## src/verilog/bank_tracker_defs.svh

```systemverilog
`ifndef BANK_TRACKER_DEFS_SVH
`define BANK_TRACKER_DEFS_SVH

// timing figures in ns, and derived cycle counts at 100 ns per cycle
`define CLK_PERIOD_NS          100
`define ROW_TO_COLUMN_DELAY_NS 18
`define PRECHARGE_TIME_NS      18
`define PER_BANK_REFRESH_NS    90
`define ALL_BANK_REFRESH_NS    130
`define REGISTER_READ_CYCLES   2
`define REGISTER_WRITE_CYCLES  5
`define CYC_UP(ns) (((ns) + `CLK_PERIOD_NS - 1) / `CLK_PERIOD_NS)
`define ROW_TO_COLUMN_CYCLES   `CYC_UP(`ROW_TO_COLUMN_DELAY_NS)
`define PRECHARGE_CYCLES       `CYC_UP(`PRECHARGE_TIME_NS)
`define PER_BANK_REFRESH_CYCLES `CYC_UP(`PER_BANK_REFRESH_NS)
`define ALL_BANK_REFRESH_CYCLES `CYC_UP(`ALL_BANK_REFRESH_NS)
// exit time after power-down, in cycles
`define POWER_DOWN_EXIT_CYCLES 2

`endif

```

## src/verilog/bank_tracker_pkg.sv

```systemverilog
package bank_tracker_pkg;

    // command codes on the decoded command port
    typedef enum logic [3:0] {
        CMD_NOP        = 4'h0,
        CMD_ACTIVATE   = 4'h1,
        CMD_READ       = 4'h2,
        CMD_WRITE      = 4'h3,
        CMD_BURST_TERM = 4'h4,
        CMD_PRECHARGE  = 4'h5,
        CMD_PRECH_ALL  = 4'h6,
        CMD_REFRESH_PB = 4'h7,
        CMD_REFRESH_AB = 4'h8,
        CMD_MR_READ    = 4'h9,
        CMD_MR_WRITE   = 4'hA,
        CMD_RESET      = 4'hB
    } cmd_code_t;

    // per-bank state, one-hot
    typedef enum logic [8:0] {
        BS_IDLE       = 9'h001,
        BS_ACTIVATING = 9'h002,
        BS_ACTIVE     = 9'h004,
        BS_READING    = 9'h008,
        BS_WRITING    = 9'h010,
        BS_AUTO_PRE   = 9'h020,
        BS_PRECHARGE  = 9'h040,
        BS_REFRESH    = 9'h080,
        BS_ACT_MRR    = 9'h100
    } bank_state_t;

    // device-wide state, one-hot
    typedef enum logic [7:0] {
        DS_POWER_ON   = 8'h01,
        DS_RESETTING  = 8'h02,
        DS_BANKS      = 8'h04,
        DS_REFRESH_AB = 8'h08,
        DS_IDLE_MRR   = 8'h10,
        DS_RESET_MRR  = 8'h20,
        DS_MR_WRITE   = 8'h40,
        DS_PRECH_ALL  = 8'h80
    } dev_state_t;

    // one command as registered at a rising edge
    typedef struct packed {
        cmd_code_t  code;
        logic [2:0] bank;
        logic       auto_precharge;
        logic       reset_write;
    } sdram_cmd_t;

endpackage

```

## src/verilog/sdram_bank_state_tracker.sv

```systemverilog
`timescale 1ns/1ns
`default_nettype none
`include "bank_tracker_defs.svh"

module sdram_bank_state_tracker
    import bank_tracker_pkg::*;
#(
    parameter int NUM_BANKS = 8,
    parameter int CNT_W     = 8
) (
    input  wire logic                 clk_sys,
    input  wire logic                 reset,
    input  wire logic                 clk_en,
    input  wire logic                 cmd_valid,
    input  wire sdram_cmd_t           cmd,
    input  wire logic                 burst_done,
    output logic [NUM_BANKS*9-1:0]    bank_states,
    output dev_state_t                dev_state,
    output logic                      all_idle,
    output logic                      cmd_illegal
);

    // ------------------------------------------------------------
    // parameter checks
    // ------------------------------------------------------------
    if (NUM_BANKS != 8) begin : g_bad_banks
        $error("bank count must be 8");
    end
    if (CNT_W < 4) begin : g_bad_width
        $error("counter width too small");
    end

    localparam logic [CNT_W-1:0] RCD_CYC =
        CNT_W'(`ROW_TO_COLUMN_CYCLES);
    localparam logic [CNT_W-1:0] RP_CYC  = CNT_W'(`PRECHARGE_CYCLES);
    localparam logic [CNT_W-1:0] RFPB_CYC =
        CNT_W'(`PER_BANK_REFRESH_CYCLES);
    localparam logic [CNT_W-1:0] RFAB_CYC =
        CNT_W'(`ALL_BANK_REFRESH_CYCLES);
    localparam logic [CNT_W-1:0] MRR_CYC = CNT_W'(`REGISTER_READ_CYCLES);
    localparam logic [CNT_W-1:0] MRW_CYC = CNT_W'(`REGISTER_WRITE_CYCLES);
    localparam logic [CNT_W-1:0] XP_CYC  =
        CNT_W'(`POWER_DOWN_EXIT_CYCLES);

    // ------------------------------------------------------------
    // pin synchronisers for clock enable and command
    // ------------------------------------------------------------
    logic       cke_s1_ff;
    logic       cke_s2_ff;
    logic       cke_prev_ff;
    logic       vld_s1_ff;
    logic       vld_s2_ff;
    sdram_cmd_t cmd_s1_ff;
    sdram_cmd_t cmd_s2_ff;
    logic       done_s1_ff;
    logic       done_s2_ff;
    logic [CNT_W-1:0] exit_cnt_ff;

    always_ff @(posedge clk_sys or posedge reset) begin
        if (reset) begin
            cke_s1_ff   <= 1'b0;
            cke_s2_ff   <= 1'b0;
            cke_prev_ff <= 1'b0;
            vld_s1_ff   <= 1'b0;
            vld_s2_ff   <= 1'b0;
            cmd_s1_ff   <= '0;
            cmd_s2_ff   <= '0;
            done_s1_ff  <= 1'b0;
            done_s2_ff  <= 1'b0;
        end else begin
            cke_s1_ff   <= clk_en;
            cke_s2_ff   <= cke_s1_ff;
            cke_prev_ff <= cke_s2_ff;
            vld_s1_ff   <= cmd_valid;
            vld_s2_ff   <= vld_s1_ff;
            cmd_s1_ff   <= cmd;
            cmd_s2_ff   <= cmd_s1_ff;
            done_s1_ff  <= burst_done;
            done_s2_ff  <= done_s1_ff;
        end
    end

    // exit timer: reloads while clock enable low
    always_ff @(posedge clk_sys or posedge reset) begin
        if (reset)
            exit_cnt_ff <= '0;
        else if (!cke_s2_ff)
            exit_cnt_ff <= XP_CYC;
        else if (exit_cnt_ff != '0)
            exit_cnt_ff <= exit_cnt_ff - 1'b1;
    end

    // command takes effect only with both enables high and exit met
    wire step    = cke_s2_ff && cke_prev_ff &&
                   (exit_cnt_ff == '0);
    wire take    = step && vld_s2_ff;
    wire [3:0] c = cmd_s2_ff.code;
    wire [2:0] tb = cmd_s2_ff.bank;

    // ------------------------------------------------------------
    // device-wide state
    // ------------------------------------------------------------
    dev_state_t       dev_ff;
    dev_state_t       nxt_dev;
    logic [CNT_W-1:0] dcnt_ff;
    logic [CNT_W-1:0] nxt_dcnt;
    logic [2:0]       last_bank_ff;
    logic             any_busy;

    bank_state_t      bst_ff  [NUM_BANKS];
    logic [CNT_W-1:0] bcnt_ff [NUM_BANKS];

    // true when a bank is fully idle
    function automatic logic is_idle(input bank_state_t s);
        return s == BS_IDLE;
    endfunction

    // true for states valid for precharge
    function automatic logic can_pre(input bank_state_t s);
        return s inside {BS_IDLE, BS_ACTIVE, BS_READING, BS_WRITING};
    endfunction

    logic all_idle_w;
    logic all_can_pre;
    always_comb begin
        all_idle_w  = 1'b1;
        all_can_pre = 1'b1;
        for (int i = 0; i < NUM_BANKS; i++) begin
            all_idle_w  = all_idle_w & is_idle(bst_ff[i]);
            all_can_pre = all_can_pre & can_pre(bst_ff[i]);
        end
    end

    wire dev_timer_end = (dcnt_ff == 1);
    wire banks_mode    = (dev_ff == DS_BANKS);
    wire sel_state_ok  = banks_mode && all_idle_w;

    // device transitions
    always_comb begin
        nxt_dev  = dev_ff;
        nxt_dcnt = dcnt_ff;
        if (step && dcnt_ff != '0)
            nxt_dcnt = dcnt_ff - 1'b1;
        case (dev_ff)
            DS_POWER_ON: begin
                if (take && c == CMD_MR_WRITE && cmd_s2_ff.reset_write)
                    nxt_dev = DS_RESETTING;
            end
            DS_RESETTING: begin
                if (take && c == CMD_MR_READ) begin
                    nxt_dev  = DS_RESET_MRR;
                    nxt_dcnt = MRR_CYC;
                end else if (take && c == CMD_MR_WRITE) begin
                    nxt_dev  = DS_MR_WRITE;
                    nxt_dcnt = MRW_CYC;
                end
            end
            DS_BANKS: begin
                if (take && sel_state_ok) begin
                    case (c)
                        CMD_REFRESH_AB: begin
                            nxt_dev  = DS_REFRESH_AB;
                            nxt_dcnt = RFAB_CYC;
                        end
                        CMD_MR_WRITE: begin
                            nxt_dev  = cmd_s2_ff.reset_write ?
                                DS_RESETTING : DS_MR_WRITE;
                            nxt_dcnt = MRW_CYC;
                        end
                        CMD_MR_READ: begin
                            nxt_dev  = DS_IDLE_MRR;
                            nxt_dcnt = MRR_CYC;
                        end
                        CMD_RESET:
                            nxt_dev = DS_RESETTING;
                        default: ;
                    endcase
                end
                if (take && c == CMD_PRECH_ALL && all_can_pre) begin
                    nxt_dev  = DS_PRECH_ALL;
                    nxt_dcnt = RP_CYC;
                end
            end
            DS_REFRESH_AB, DS_IDLE_MRR, DS_RESET_MRR, DS_MR_WRITE,
            DS_PRECH_ALL: begin
                if (step && dev_timer_end)
                    nxt_dev = DS_BANKS;
            end
            default: nxt_dev = DS_POWER_ON;
        endcase
    end

    always_ff @(posedge clk_sys or posedge reset) begin
        if (reset) begin
            dev_ff  <= DS_POWER_ON;
            dcnt_ff <= '0;
        end else begin
            dev_ff  <= nxt_dev;
            dcnt_ff <= nxt_dcnt;
        end
    end

    // ------------------------------------------------------------
    // per-bank state machines
    // ------------------------------------------------------------
    logic [NUM_BANKS-1:0] bad_w;

    for (genvar g = 0; g < NUM_BANKS; g++) begin : g_bank
        bank_state_t      nxt_bs;
        logic [CNT_W-1:0] nxt_bc;
        logic             hit;
        logic             bad;
        logic             tend;

        assign hit  = take && banks_mode && (tb == 3'(g));
        assign tend = step && (bcnt_ff[g] == 1);
        assign bad_w[g] = bad;

        always_comb begin
            nxt_bs = bst_ff[g];
            nxt_bc = bcnt_ff[g];
            bad    = 1'b0;
            if (step && bcnt_ff[g] != '0)
                nxt_bc = bcnt_ff[g] - 1'b1;
            case (bst_ff[g])
                BS_IDLE: begin
                    if (hit && c == CMD_ACTIVATE) begin
                        nxt_bs = BS_ACTIVATING;
                        nxt_bc = RCD_CYC;
                    end else if (hit && c == CMD_REFRESH_PB) begin
                        nxt_bs = BS_REFRESH;
                        nxt_bc = RFPB_CYC;
                    end else if (hit && c == CMD_PRECHARGE) begin
                        nxt_bs = BS_PRECHARGE;
                        nxt_bc = RP_CYC;
                    end
                end
                BS_ACTIVE, BS_READING, BS_WRITING: begin
                    if (hit && (c == CMD_READ || c == CMD_WRITE)) begin
                        // auto-precharge picked per command
                        if (cmd_s2_ff.auto_precharge) begin
                            nxt_bs = BS_AUTO_PRE;
                            nxt_bc = RP_CYC;
                        end else begin
                            nxt_bs = (c == CMD_READ) ?
                                BS_READING : BS_WRITING;
                        end
                        bad = bst_ff[g] != BS_ACTIVE && !done_s2_ff &&
                            (bst_ff[g] == BS_READING) !=
                            (c == CMD_READ);
                    end else if (hit && c == CMD_PRECHARGE) begin
                        nxt_bs = BS_PRECHARGE;
                        nxt_bc = RP_CYC;
                    end else if (hit && c == CMD_MR_READ &&
                                 bst_ff[g] == BS_ACTIVE) begin
                        nxt_bs = BS_ACT_MRR;
                        nxt_bc = MRR_CYC;
                    end
                    if (take && banks_mode && c == CMD_BURST_TERM &&
                        last_bank_ff == 3'(g) &&
                        bst_ff[g] != BS_ACTIVE)
                        nxt_bs = BS_ACTIVE;
                    if (step && done_s2_ff && bst_ff[g] != BS_ACTIVE &&
                        !(hit && (c == CMD_READ || c == CMD_WRITE)))
                        nxt_bs = BS_ACTIVE;
                end
                BS_ACTIVATING: begin
                    bad = hit;
                    if (tend)
                        nxt_bs = BS_ACTIVE;
                end
                BS_REFRESH, BS_PRECHARGE, BS_AUTO_PRE: begin
                    bad = hit;
                    if (tend)
                        nxt_bs = BS_IDLE;
                end
                BS_ACT_MRR: begin
                    bad = hit;
                    if (tend)
                        nxt_bs = BS_ACTIVE;
                end
                default: nxt_bs = BS_IDLE;
            endcase
            if (hit && c == CMD_REFRESH_PB && !is_idle(bst_ff[g]))
                bad = 1'b1;
            // precharge-all moves every bank together
            if (banks_mode && nxt_dev == DS_PRECH_ALL) begin
                nxt_bs = BS_PRECHARGE;
                nxt_bc = RP_CYC;
            end
        end

        always_ff @(posedge clk_sys or posedge reset) begin
            if (reset) begin
                bst_ff[g]  <= BS_IDLE;
                bcnt_ff[g] <= '0;
            end else begin
                bst_ff[g]  <= nxt_bs;
                bcnt_ff[g] <= nxt_bc;
            end
        end

        assign bank_states[g*9 +: 9] = bst_ff[g];
    end

    // latest read or write bank, target of burst terminate
    always_ff @(posedge clk_sys or posedge reset) begin
        if (reset)
            last_bank_ff <= '0;
        else if (take && (c == CMD_READ || c == CMD_WRITE))
            last_bank_ff <= tb;
    end

    // ------------------------------------------------------------
    // illegal command flag, one cycle
    // ------------------------------------------------------------
    wire wide_cmd = c inside {CMD_REFRESH_AB, CMD_MR_WRITE, CMD_RESET};
    always_comb begin
        any_busy = |bad_w;
        if (take && !banks_mode && dev_ff != DS_POWER_ON &&
            dev_ff != DS_RESETTING && c != CMD_NOP)
            any_busy = 1'b1;
        if (take && banks_mode && wide_cmd && !all_idle_w)
            any_busy = 1'b1;
        if (take && banks_mode && c == CMD_PRECH_ALL && !all_can_pre)
            any_busy = 1'b1;
    end

    logic illegal_ff;
    logic idle_ff;
    always_ff @(posedge clk_sys or posedge reset) begin
        if (reset) begin
            illegal_ff <= 1'b0;
            idle_ff    <= 1'b0;
        end else begin
            illegal_ff <= any_busy;
            idle_ff    <= banks_mode && all_idle_w;
        end
    end

    assign dev_state   = dev_ff;
    assign all_idle    = idle_ff;
    assign cmd_illegal = illegal_ff;

endmodule
`default_nettype wire
```

## config.mk

```make
export PLATFORM = sky130hd
export DESIGN_NAME = sdram_bank_state_tracker
export DESIGN_NICKNAME = d
export VERILOG_FILES = /design/src/verilog/bank_tracker_pkg.sv /design/src/verilog/sdram_bank_state_tracker.sv
export VERILOG_INCLUDE_DIRS = /design/src /design/src/verilog
export SDC_FILE = /design/constraint.sdc
export NUM_CORES = 1
export LEC_CHECK = 0
export BUFFER_PORTS_ARGS = -buffer_cell sky130_fd_sc_hd__buf_2
export CORE_UTILIZATION = 32
export CTS_CLUSTER_DIAMETER = 120
export CTS_CLUSTER_SIZE = 28
export DETAILED_ROUTE_END_ITERATION = 12
export MAX_ROUTING_LAYER = met4
export SKIP_LAST_GASP = 1
export SYNTH_ARGS = -nofsm -noshare
export SYNTH_HDL_FRONTEND = slang
export SYNTH_SLANG_ARGS = --single-unit
export TNS_END_PERCENT = 50
```

## constraint.sdc

```tcl
create_clock -name clk_sys -period 11.3 [get_ports clk_sys]
set_input_delay 1.13 -clock clk_sys [delete_from_list [all_inputs] [get_ports clk_sys]]
set_output_delay 1.13 -clock clk_sys [all_outputs]
set_load 0.1 [all_outputs]
```

==> impl_metrics.toml, run 1 <==
[sta]
rsz0062_at_grt = "false"
setup_viol = 0
fmax_mhz = 242
fin_ws_ps = 7170
period_share_pct = 36.5
tightest_slew_ps = 1190
fin_skew_ps = 18.0
slew_headroom_pct = 19.6
finalMaxSlewViolations = 0
fin_setup_tns_ps = 0
hold_viol_final = 0
finalCriticalPeriod_ps = 4130

[worst_hold_path]
hold_class = "reg -> reg"

[logic_synthesis]
synth-seq-cells = 190
synth_area_mm2 = 0.0121
synth_nets = 1426
ys_seq_area_share_pct = 39.4
synth_top_family_by_area = "simple AND/OR/NAND/NOR gates"
synth_edf_count = 0
synth-compound-area-share_pct = 18.5
yosysTopAreaCellShare_pct = 37.5
syn_inst = 1385
synth.largest_area_cell = "dfrtp_1"
synth.avg_cell_area_um2 = 8.73
synthAdderAreaFrac_pct = 2.88
ys_types = 86
ys_top_cells_by_count = "dfrtp_1, nor2_1, nand2_1"
synth_xor_area_share_pct = 6.37
synth_top_flop_cell = "dfrtp_1"
synth_area_leaders = "dfrtp_1, nor2_1, xnor2_1"
synthMuxAreaShare_pct = 1.38
yosys.area_share.simple_pct = 28.2
ys_warn_count = 0
synth_most_common_cell = "dfrtp_1"
async_flop_share_pct = 100

[power_and_ir_drop]
peakVddDrop_v = 0.000105
switching_share_pct = 30.3
p_leak_nw = 6.18
seq_power_share_pct = 48.1
pwr-share-clk_pct = 39.4
powerDensity_mw_per_mm2 = 110
intPower_mw = 1.05
combPwrFrac_pct = 12.5
p_sw_mw = 0.458

[placed_design]
place_area_mm2 = 0.0132
port_buffers = 95
hpwl_um = 29900
gp_congestion = 0.972
place_worst_setup_slack_ps = 7350
placed_cells = 1943

[grt]
grtUsageTotal_pct = 22.2
antenna_found_initial = 1
grt_start_max_net_pins = 120
grt_overflow_total = 0
grt_pass1_wl_um = 64200
grt_pass1_vias = 11011

[setup_path]
critPathKind = "reg -> reg"
crit_chain = "or3b_2 > nor4_1 > a21oi_1 > a2bb2oi_1 > o211ai_1 > a21oi_1 > a211o_1"
critPathBufInv = 0
critPathCaptureType = "register"
crit_slowest_cell = "nor4_1"
path_max_fanout = 21
cp-start-kind = "register"
arrival_ps = 4470
crit_top_cell = "a21oi_1"
crit_required_ps = 11640
critical-path-top-delay-family = "simple AND/OR/NAND/NOR gates"
slowest_delay_ps = 1020

[floorplan]
die_w_um = 196
floorplan.initialDensity_pct = 32.8
design.die.area_mm2 = 0.0386
core_area_mm2 = 0.0369
die_h_um = 196
ios = 96
rows = 70

[clocking]
cts-root-buf = "clkbuf_16"
htreeDepth = 4
tritoncts = "built"
cts_resized = 0
insertion_delay_ps = 460
post_cts_buffers = 0
cts_buffers = 17
ctsLongestPathBuffers = 2
clkTransAtPathRegs_ps = 80
ctsHoldBuffers = 0
clock_sinks = 190

[run_status]
status = "completed"

[drt]
wirelength_um = 41100
routedWlPerCell_um = 20.8
drcViolationCount = 0
drt_first_pass_iters = 6
drt_iter0_markers = 1125
num_vias = 11440
postRouteAntennaNets = 0
viasPerCell = 5.79

[final_layout]
stdcell_area_mm2 = 0.0137
drive_above_1_share_pct = 13.5
fill_cells = 3809
syn_to_final_growth_pct = 13.4
nNetsFinal = 1499
layout.cells.non_filler = 1976

[run]
maxCapViolations = 0
-- final timing paths --
kind                               from  slack (ps)         endpoint  cells after the start
max                                c[1]        7170  bank_states[24]                      7
min in group asynchronous         reset         770      bcnt_ff[60]                      2
max in group asynchronous         reset        9090      bcnt_ff[12]                      3
min reg2reg                cmd_s1_ff[0]         350     cmd_s2_ff[0]                      0
min                        cmd_s1_ff[0]         350     cmd_s2_ff[0]                      0
max reg2reg                        c[1]        7170  bank_states[24]                      7
-- cell usage in the layout, fill, tap and decap left out, drive strengths merged, types with 18 or more instances in the layout --
cell    netlist  layout
nor3         67      67
clkbuf       52      18
a22oi        19      19
nand2       100     100
a21oi        55      55
or4          28      28
nand4        24      24
nor2        172     172
buf           7     113
nand3        49      49
nor4         36      36
nand2b       23      23
xnor2        52      52
inv          40      48
dfrtp       181     181
xor2         36      36
or3          28      28
ha           27      27
o21ai        80      80
-- sequential cells by signal (all words and copies together) (netlist names) --
| signal | cells |
|---|---|
| all_idle | 1 |
| bank_states | 72 |
| bcnt_ff | 64 |
| c | 4 |
| cke_prev_ff | 1 |
| cke_s1_ff | 1 |
| cke_s2_ff | 1 |
| cmd_illegal | 1 |
| cmd_s1_ff | 9 |
| cmd_s2_ff | 2 |
| dcnt_ff | 8 |
| dev_state | 8 |
| done_s1_ff | 1 |
| done_s2_ff | 1 |
| exit_cnt_ff | 8 |
| last_bank_ff | 3 |
| tb | 3 |
| vld_s1_ff | 1 |
| vld_s2_ff | 1 |
-- area by class of cell --
cell class / count / area (um2) / area share, %
Multi-Input combinational cell: 1095 / 6980 / 50.9
Sequential cell: 190 / 4770 / 34.8
Tap cell: 504 / 631 / 4.60
Timing Repair Buffer: 113 / 611 / 4.45
Clock buffer: 18 / 439 / 3.20
Inverter: 41 / 161 / 1.18
Clock inverter: 14 / 121 / 0.885
Antenna cell: 1 / 2.50 / 0.0182
-- per-layer routing --
metal | vias up | GRT usage, % | wire length [um]
met5 | - | - | 0
met4 | 0 | 8.85 | 1290
met3 | 95 | 4.21 | 2910
met2 | 457 | 33.3 | 18500
met1 | 5617 | 29.3 | 18400
li1 | 5271 | - | -
-- cell families after synthesis --
family	Yosys count
AO/OA/AOI/OAI	324
adder cells (fa/ha/maj)	28
AND/OR/NAND/NOR	639
buffers and inverters	100
multiplexers	16
XOR/XNOR	88
flip-flops	190
-- metrics by stage --
stage	hold slack (ps)	util (%)	power, mW
CTS	352	37.2	1.52
global route	362	37.2	1.57
finish	352	37.2	1.51
global placement	332	35.7	0.921
floorplan	331	-	0.866
detailed placement	335	35.7	0.924
-- power by group through the flow --
stage	sequential (mW)	clock [mW]	combinational, mW
after floorplan	0.733	0	0.133
after global placement	0.738	0	0.183
after detailed placement	0.739	0	0.186
after CTS	0.725	0.612	0.186
after global routing	0.730	0.636	0.205
final	0.726	0.595	0.188
Note: power is estimated with default switching activity, not from simulation.
==> inputs of run 2 (changes only) <==
==> constraint.sdc (replaced) <==
create_clock -name clk_sys -period 3.54 [get_ports clk_sys]
set_input_delay 0.354 -clock clk_sys [delete_from_list [all_inputs] [get_ports clk_sys]]
set_output_delay 0.354 -clock clk_sys [all_outputs]
set_load 0.1 [all_outputs]
==> run 2 against run 1 <==
  * Sequential cell count did not move
  * Setup slack got worse by 7000 ps
  * Sequential share of layout area fell by 1.5 points
  * Clock skew fell by 2.6 ps
  * Clock-buffer cell count rose by 3
  * Critical path type unchanged
  * Highest routed layer unchanged
==> impl_metrics.toml, run 2 (synthesized netlist as in run 1, its figures left out) <==
[run_status]
status = "completed"

[final_layout]
stdcell_area_mm2 = 0.0143
diodes = 0
layout_commonest_cell = "dfrtp_1"
nNetsFinal = 1561
syn_to_final_growth_pct = 18.5
largest_reg_flops = 72
layout.cells.non_filler = 2037
drive_above_1_share_pct = 16.1
final_core_util_pct = 38.8
mostFrequentLayoutCells = "dfrtp_1, nor2_1, nand2_1"

[floorplan]
rows = 70
die_h_um = 196
die_w_um = 196
floorplan.initialDensity_pct = 32.8
core_area_mm2 = 0.0369
ios = 96
design.die.area_mm2 = 0.0386

[sta]
setup_viol = 0
fin_skew_ps = 15.4
rsz0062_at_grt = "false"
finalCriticalPeriod_ps = 3320
fin_setup_tns_ps = 0
fmax_mhz = 301
hold_slack_ps = 17.9
period_share_pct = 93.9
fin_ws_ps = 217
slew_headroom_pct = 27.7
hold_viol_final = 0
finalMaxSlewViolations = 0
tightest_slew_ps = 1060

[clocking]
ctsLongestPathBuffers = 2
tritoncts = "built"
insertion_delay_ps = 450
clkTransAtPathRegs_ps = 80
cts-root-buf = "clkbuf_16"
clock_sinks = 190
htreeDepth = 4
cts_buffers = 17

[setup_path]
critPathCaptureType = "register"
arrival_ps = 3670
path_max_fanout = 21
critPathKind = "reg -> reg"
cp-start-kind = "register"
crit_required_ps = 3890

[power_and_ir_drop]
total_power_mw = 5.06
powerDensity_mw_per_mm2 = 354
p_leak_nw = 6.51
peakVddDrop_v = 0.000322

[grt]
grtUsageTotal_pct = 22.3
grt_overflow_total = 0
grt_pass1_vias = 11137
grt_pass1_wl_um = 65000
grt_start_max_net_pins = 67
antenna_found_initial = 0

[placed_design]
gp_congestion = 1.02
place_worst_setup_slack_ps = 150
port_buffers = 95
hpwl_um = 30700
placed_cells = 1993
place_area_mm2 = 0.0136

[drt]
num_vias = 11613
wirelength_um = 41200
routedWlPerCell_um = 20.2
viasPerCell = 5.70
drt_first_pass_iters = 5
drt_iter0_markers = 998
drcViolationCount = 0
postRouteAntennaNets = 0

[run]
maxCapViolations = 0

[worst_hold_path]
hold_class = "in -> reg"
-- run 2: final timing paths --
path | startpoint | end | slack (ps) | depth (start not counted)
min | cmd[6] | cmd_s1_ff[6] | 20 | 1
max reg2reg | exit_cnt_ff[0] | bank_states[42] | 220 | 9
min reg2reg | cmd_s1_ff[6] | c[1] | 340 | 0
max in group asynchronous | reset | bank_states[36] | 2250 | 4
max | exit_cnt_ff[0] | bank_states[42] | 220 | 9
min in group asynchronous | reset | all_idle | 500 | 3
-- run 2: final cells by class --
type                    count  area [um2]
fillers                  3712       22500
multi-input cells        1095        6990
flip-flops and latches    190        4770
repair buffers            175        1170
well taps                 504         631
clock buffers              21         460
clock inverters            11         158
inverters                  41         158
-- run 2: where the power goes --
group	internal, mW	switching (mW)
Clock	1.16	0.910
Sequential	2.23	0.0786
Combinational	0.235	0.445
-- run 2: worst max-delay path, stage by stage, from the launching register on --
cell	delay [ps]
dfrtp_1	420
inv_1	80
ha_1	190
or3b_1	440
or4_4	720
or3_1	490
o31ai_2	370
or4_1	170
a21oi_1	60
a211o_1	280
-- run 2: layer usage --
| layer | track usage (%) | up-vias | wire (um) |
|---|---|---|---|
| li1 | - | 5386 | - |
| met1 | 29.6 | 5685 | 18500 |
| met2 | 34.1 | 466 | 18800 |
| met3 | 3.88 | 76 | 2700 |
| met4 | 8.04 | 0 | 1220 |
| met5 | - | - | 0 |
-- run 2: timing repair --
action                                  in CTS  in global routing
setup buffers                                0                  1
endpoints found under the setup margin       0                  9
endpoints found under the hold margin       25                  0
gates resized for setup                      0                  2
hold buffers                                11                  0
==> inputs of run 3 (changes only) <==
--- a/config.mk
+++ b/config.mk
@@ -6,12 +6,15 @@
 export SDC_FILE = /design/constraint.sdc
 export NUM_CORES = 1
 export LEC_CHECK = 0
+export ABC_AREA = 1
 export BUFFER_PORTS_ARGS = -buffer_cell sky130_fd_sc_hd__buf_2
-export CORE_UTILIZATION = 32
+export CAP_MARGIN = 20
+export CORE_UTILIZATION = 56
 export CTS_CLUSTER_DIAMETER = 120
 export CTS_CLUSTER_SIZE = 28
 export DETAILED_ROUTE_END_ITERATION = 12
 export MAX_ROUTING_LAYER = met4
+export PLACE_DENSITY = 0.78
 export SKIP_LAST_GASP = 1
 export SYNTH_ARGS = -nofsm -noshare
 export SYNTH_HDL_FRONTEND = slang
==> run 3 against run 2 <==
  * Synthesized cell count is 28% higher
  * Hold slack worse by 2.0 ps
  * Critical path depth is 6 higher
  * Routed wire length is 12% lower
  * Combinational power is 3.4% higher
  * Cell area is 1.6% lower
  * First-iteration DRC count is 15% higher
  * Area after synthesis is 3.7% higher
  * Highest routed layer unchanged
==> impl_metrics.toml, run 3 <==
[run_status]
status = "completed"

[logic_synthesis]
synth_nets = 1808
synth_edf_count = 0
synth_area_mm2 = 0.0125
async_flop_share_pct = 100
ys_types = 56
ys_top_cells_by_count = "nand2_1, nor2_1, inv_1"
synth_most_common_cell = "nand2_1"
ys_seq_area_share_pct = 38.0
ys_warn_count = 0
yosysTopAreaCellShare_pct = 36.1
synth_area_leaders = "dfrtp_1, nand2_1, nor2_1"
synth_top_flop_cell = "dfrtp_1"
syn_inst = 1767
synth.largest_area_cell = "dfrtp_1"
synth.avg_cell_area_um2 = 7.10
synth-seq-cells = 190

[floorplan]
ios = 96
die_w_um = 152
design.die.area_mm2 = 0.0230
core_area_mm2 = 0.0219
rows = 54
floorplan.initialDensity_pct = 57.3
die_h_um = 152

[setup_path]
arrival_ps = 3340
path_max_fanout = 26
cp-start-kind = "register"
critPathCaptureType = "register"
crit_required_ps = 3920
critPathKind = "reg -> reg"

[run]
maxCapViolations = 0

[final_layout]
layout_commonest_cell = "nand2_1"
layout.cells.non_filler = 2178
diodes = 0
drive_above_1_share_pct = 13.3
mostFrequentLayoutCells = "nand2_1, nor2_1, inv_1"
nNetsFinal = 1926
fill_cells = 1978
syn_to_final_growth_pct = 12.4
largest_reg_flops = 72

[grt]
grtUsageMet2_pct = 50.1
grtUsageMet1_pct = 45.4
grt_busiest_layer = "met2"
grt_pass1_vias = 11495
use_met3_pct = 5.24
grt_overflow_total = 0
antenna_found_initial = 0
grtUsageTotal_pct = 33.3
grt_pass1_wl_um = 57600
grt_start_max_net_pins = 97

[sta]
finalMaxSlewViolations = 0
fmax_mhz = 338
slew_headroom_pct = 36.7
rsz0062_at_grt = "false"
period_share_pct = 83.7
tightest_slew_ps = 946
fin_setup_tns_ps = 0
hold_viol_final = 0
finalCriticalPeriod_ps = 2960
setup_viol = 0
fin_skew_ps = 11.2

[drt]
drt_iter0_markers = 1151
viasPerCell = 5.70
postRouteAntennaNets = 0
drcViolationCount = 0
routedWlPerCell_um = 16.6
drt_first_pass_iters = 8
wirelength_um = 36200
num_vias = 12408

[power_and_ir_drop]
switching_share_pct = 31.6
powerDensity_mw_per_mm2 = 359
p_leak_nw = 7.59
combPwrFrac_pct = 13.9
seq_power_share_pct = 45.7
peakVddDrop_v = 0.000404
intPower_mw = 3.46
p_sw_mw = 1.60
pwr-share-clk_pct = 40.4

[clocking]
cts_buffers = 17
clkTransAtPathRegs_ps = 80
ctsLongestPathBuffers = 2
htreeDepth = 4
tritoncts = "built"
cts_resized = 0
cts-root-buf = "clkbuf_16"
clock_sinks = 190
insertion_delay_ps = 440

[worst_hold_path]
hold_class = "in -> reg"

[placed_design]
hpwl_um = 26800
placed_cells = 2142
gp_congestion = 0.975
port_buffers = 95
run 3: cell types whose count changed in the layout (fill, tap and decap cells not counted), moves of 26 or more:
cell,previous run,this run
nand2_1,100,358
inv_1,39,224
nor2_1,172,289
nand3_1,49,145
buf_4,64,22
nand4_1,24,60
or3_1,28,1
or4_1,26,0
run 3: cells by family after synthesis:
| logic type | share of synthesized area, % |
|---|---|
| xor+xnor | 4.54 |
| simple gates | 36.4 |
| flops | 38.0 |
| compound gates | 9.78 |
| fa+ha+maj | 2.69 |
| mux | 0.0898 |
| buf+inv | 8.47 |
run 3: stage by stage:
stage | power [mW] | cell area [um2] | utilization [%] | hold slack [ps] | setup slack [ps]
2_1_floorplan | 2.86 | 12500 | - | 331 | 745
3_3_place_gp | 3.03 | 13400 | 61.4 | 333 | 707
3_5_place_dp | 3.04 | 13400 | 61.4 | 335 | 646
4_1_cts | 5.06 | 14100 | 64.2 | 3.36 | 633
5_1_grt | 5.24 | 14100 | 64.4 | 4.17 | 327
6_report | 5.06 | 14100 | 64.4 | 15.9 | 578
run 3: worst max-delay path: stages, from the launching register on:
cell and delay, ps:
dfrtp_1 370, inv_1 110, ha_1 230, nand2_2 100, nor2_4 180, nand3_4 130
nor2_4 210, buf_4 350, nand2_2 150, nor2_2 250, nor2_1 110, nand3_1 130
nand2_1 100, a21oi_1 190, o21ai_0 170, nand3_1 110
run 3: power groups by stage:
stage | logic (mW) | registers, mW | clock network [mW]
detailed placement | 0.691 | 2.35 | 0
global route | 0.769 | 2.32 | 2.15
finish | 0.703 | 2.31 | 2.04
CTS | 0.693 | 2.31 | 2.06
floorplan | 0.431 | 2.43 | 0
global placement | 0.675 | 2.35 | 0
run 3: cell type report:
type	count	area [um2]	share of cell area, %
Clock inverter	15	194	1.38
Timing Repair Buffer	123	721	5.11
Sequential cell	190	4770	33.8
Inverter	245	923	6.55
Multi-Input combinational cell	1308	6720	47.7
Tap cell	280	350	2.49
Clock buffer	17	425	3.02
run 3: what timing repair did:
action                                 4_1_cts  5_1_grt
hold buffers                                 0        4
endpoints found under the hold margin        0        4
setup buffers                                0        0
run 3: final timing paths:
path | startpoint | to | slack (ps) | cells past startpoint
max | exit_cnt_ff[0] | bank_states[42] | 580 | 15
min | cmd[3] | cmd_s1_ff[3] | 20 | 1
max reg2reg | exit_cnt_ff[0] | bank_states[42] | 580 | 15
min reg2reg | cmd_s1_ff[6] | c[1] | 350 | 0
max in group asynchronous | reset | bank_states[54] | 3030 | 3
min in group asynchronous | reset | bank_states[20] | 50 | 3
run 3: layer usage:
layer / vias up / share of wire (%)
met1: 5807 / 44
met5: - / 0
met4: 0 / 3.2
li1: 5996 / -
met3: 98 / 8.2
met2: 507 / 45
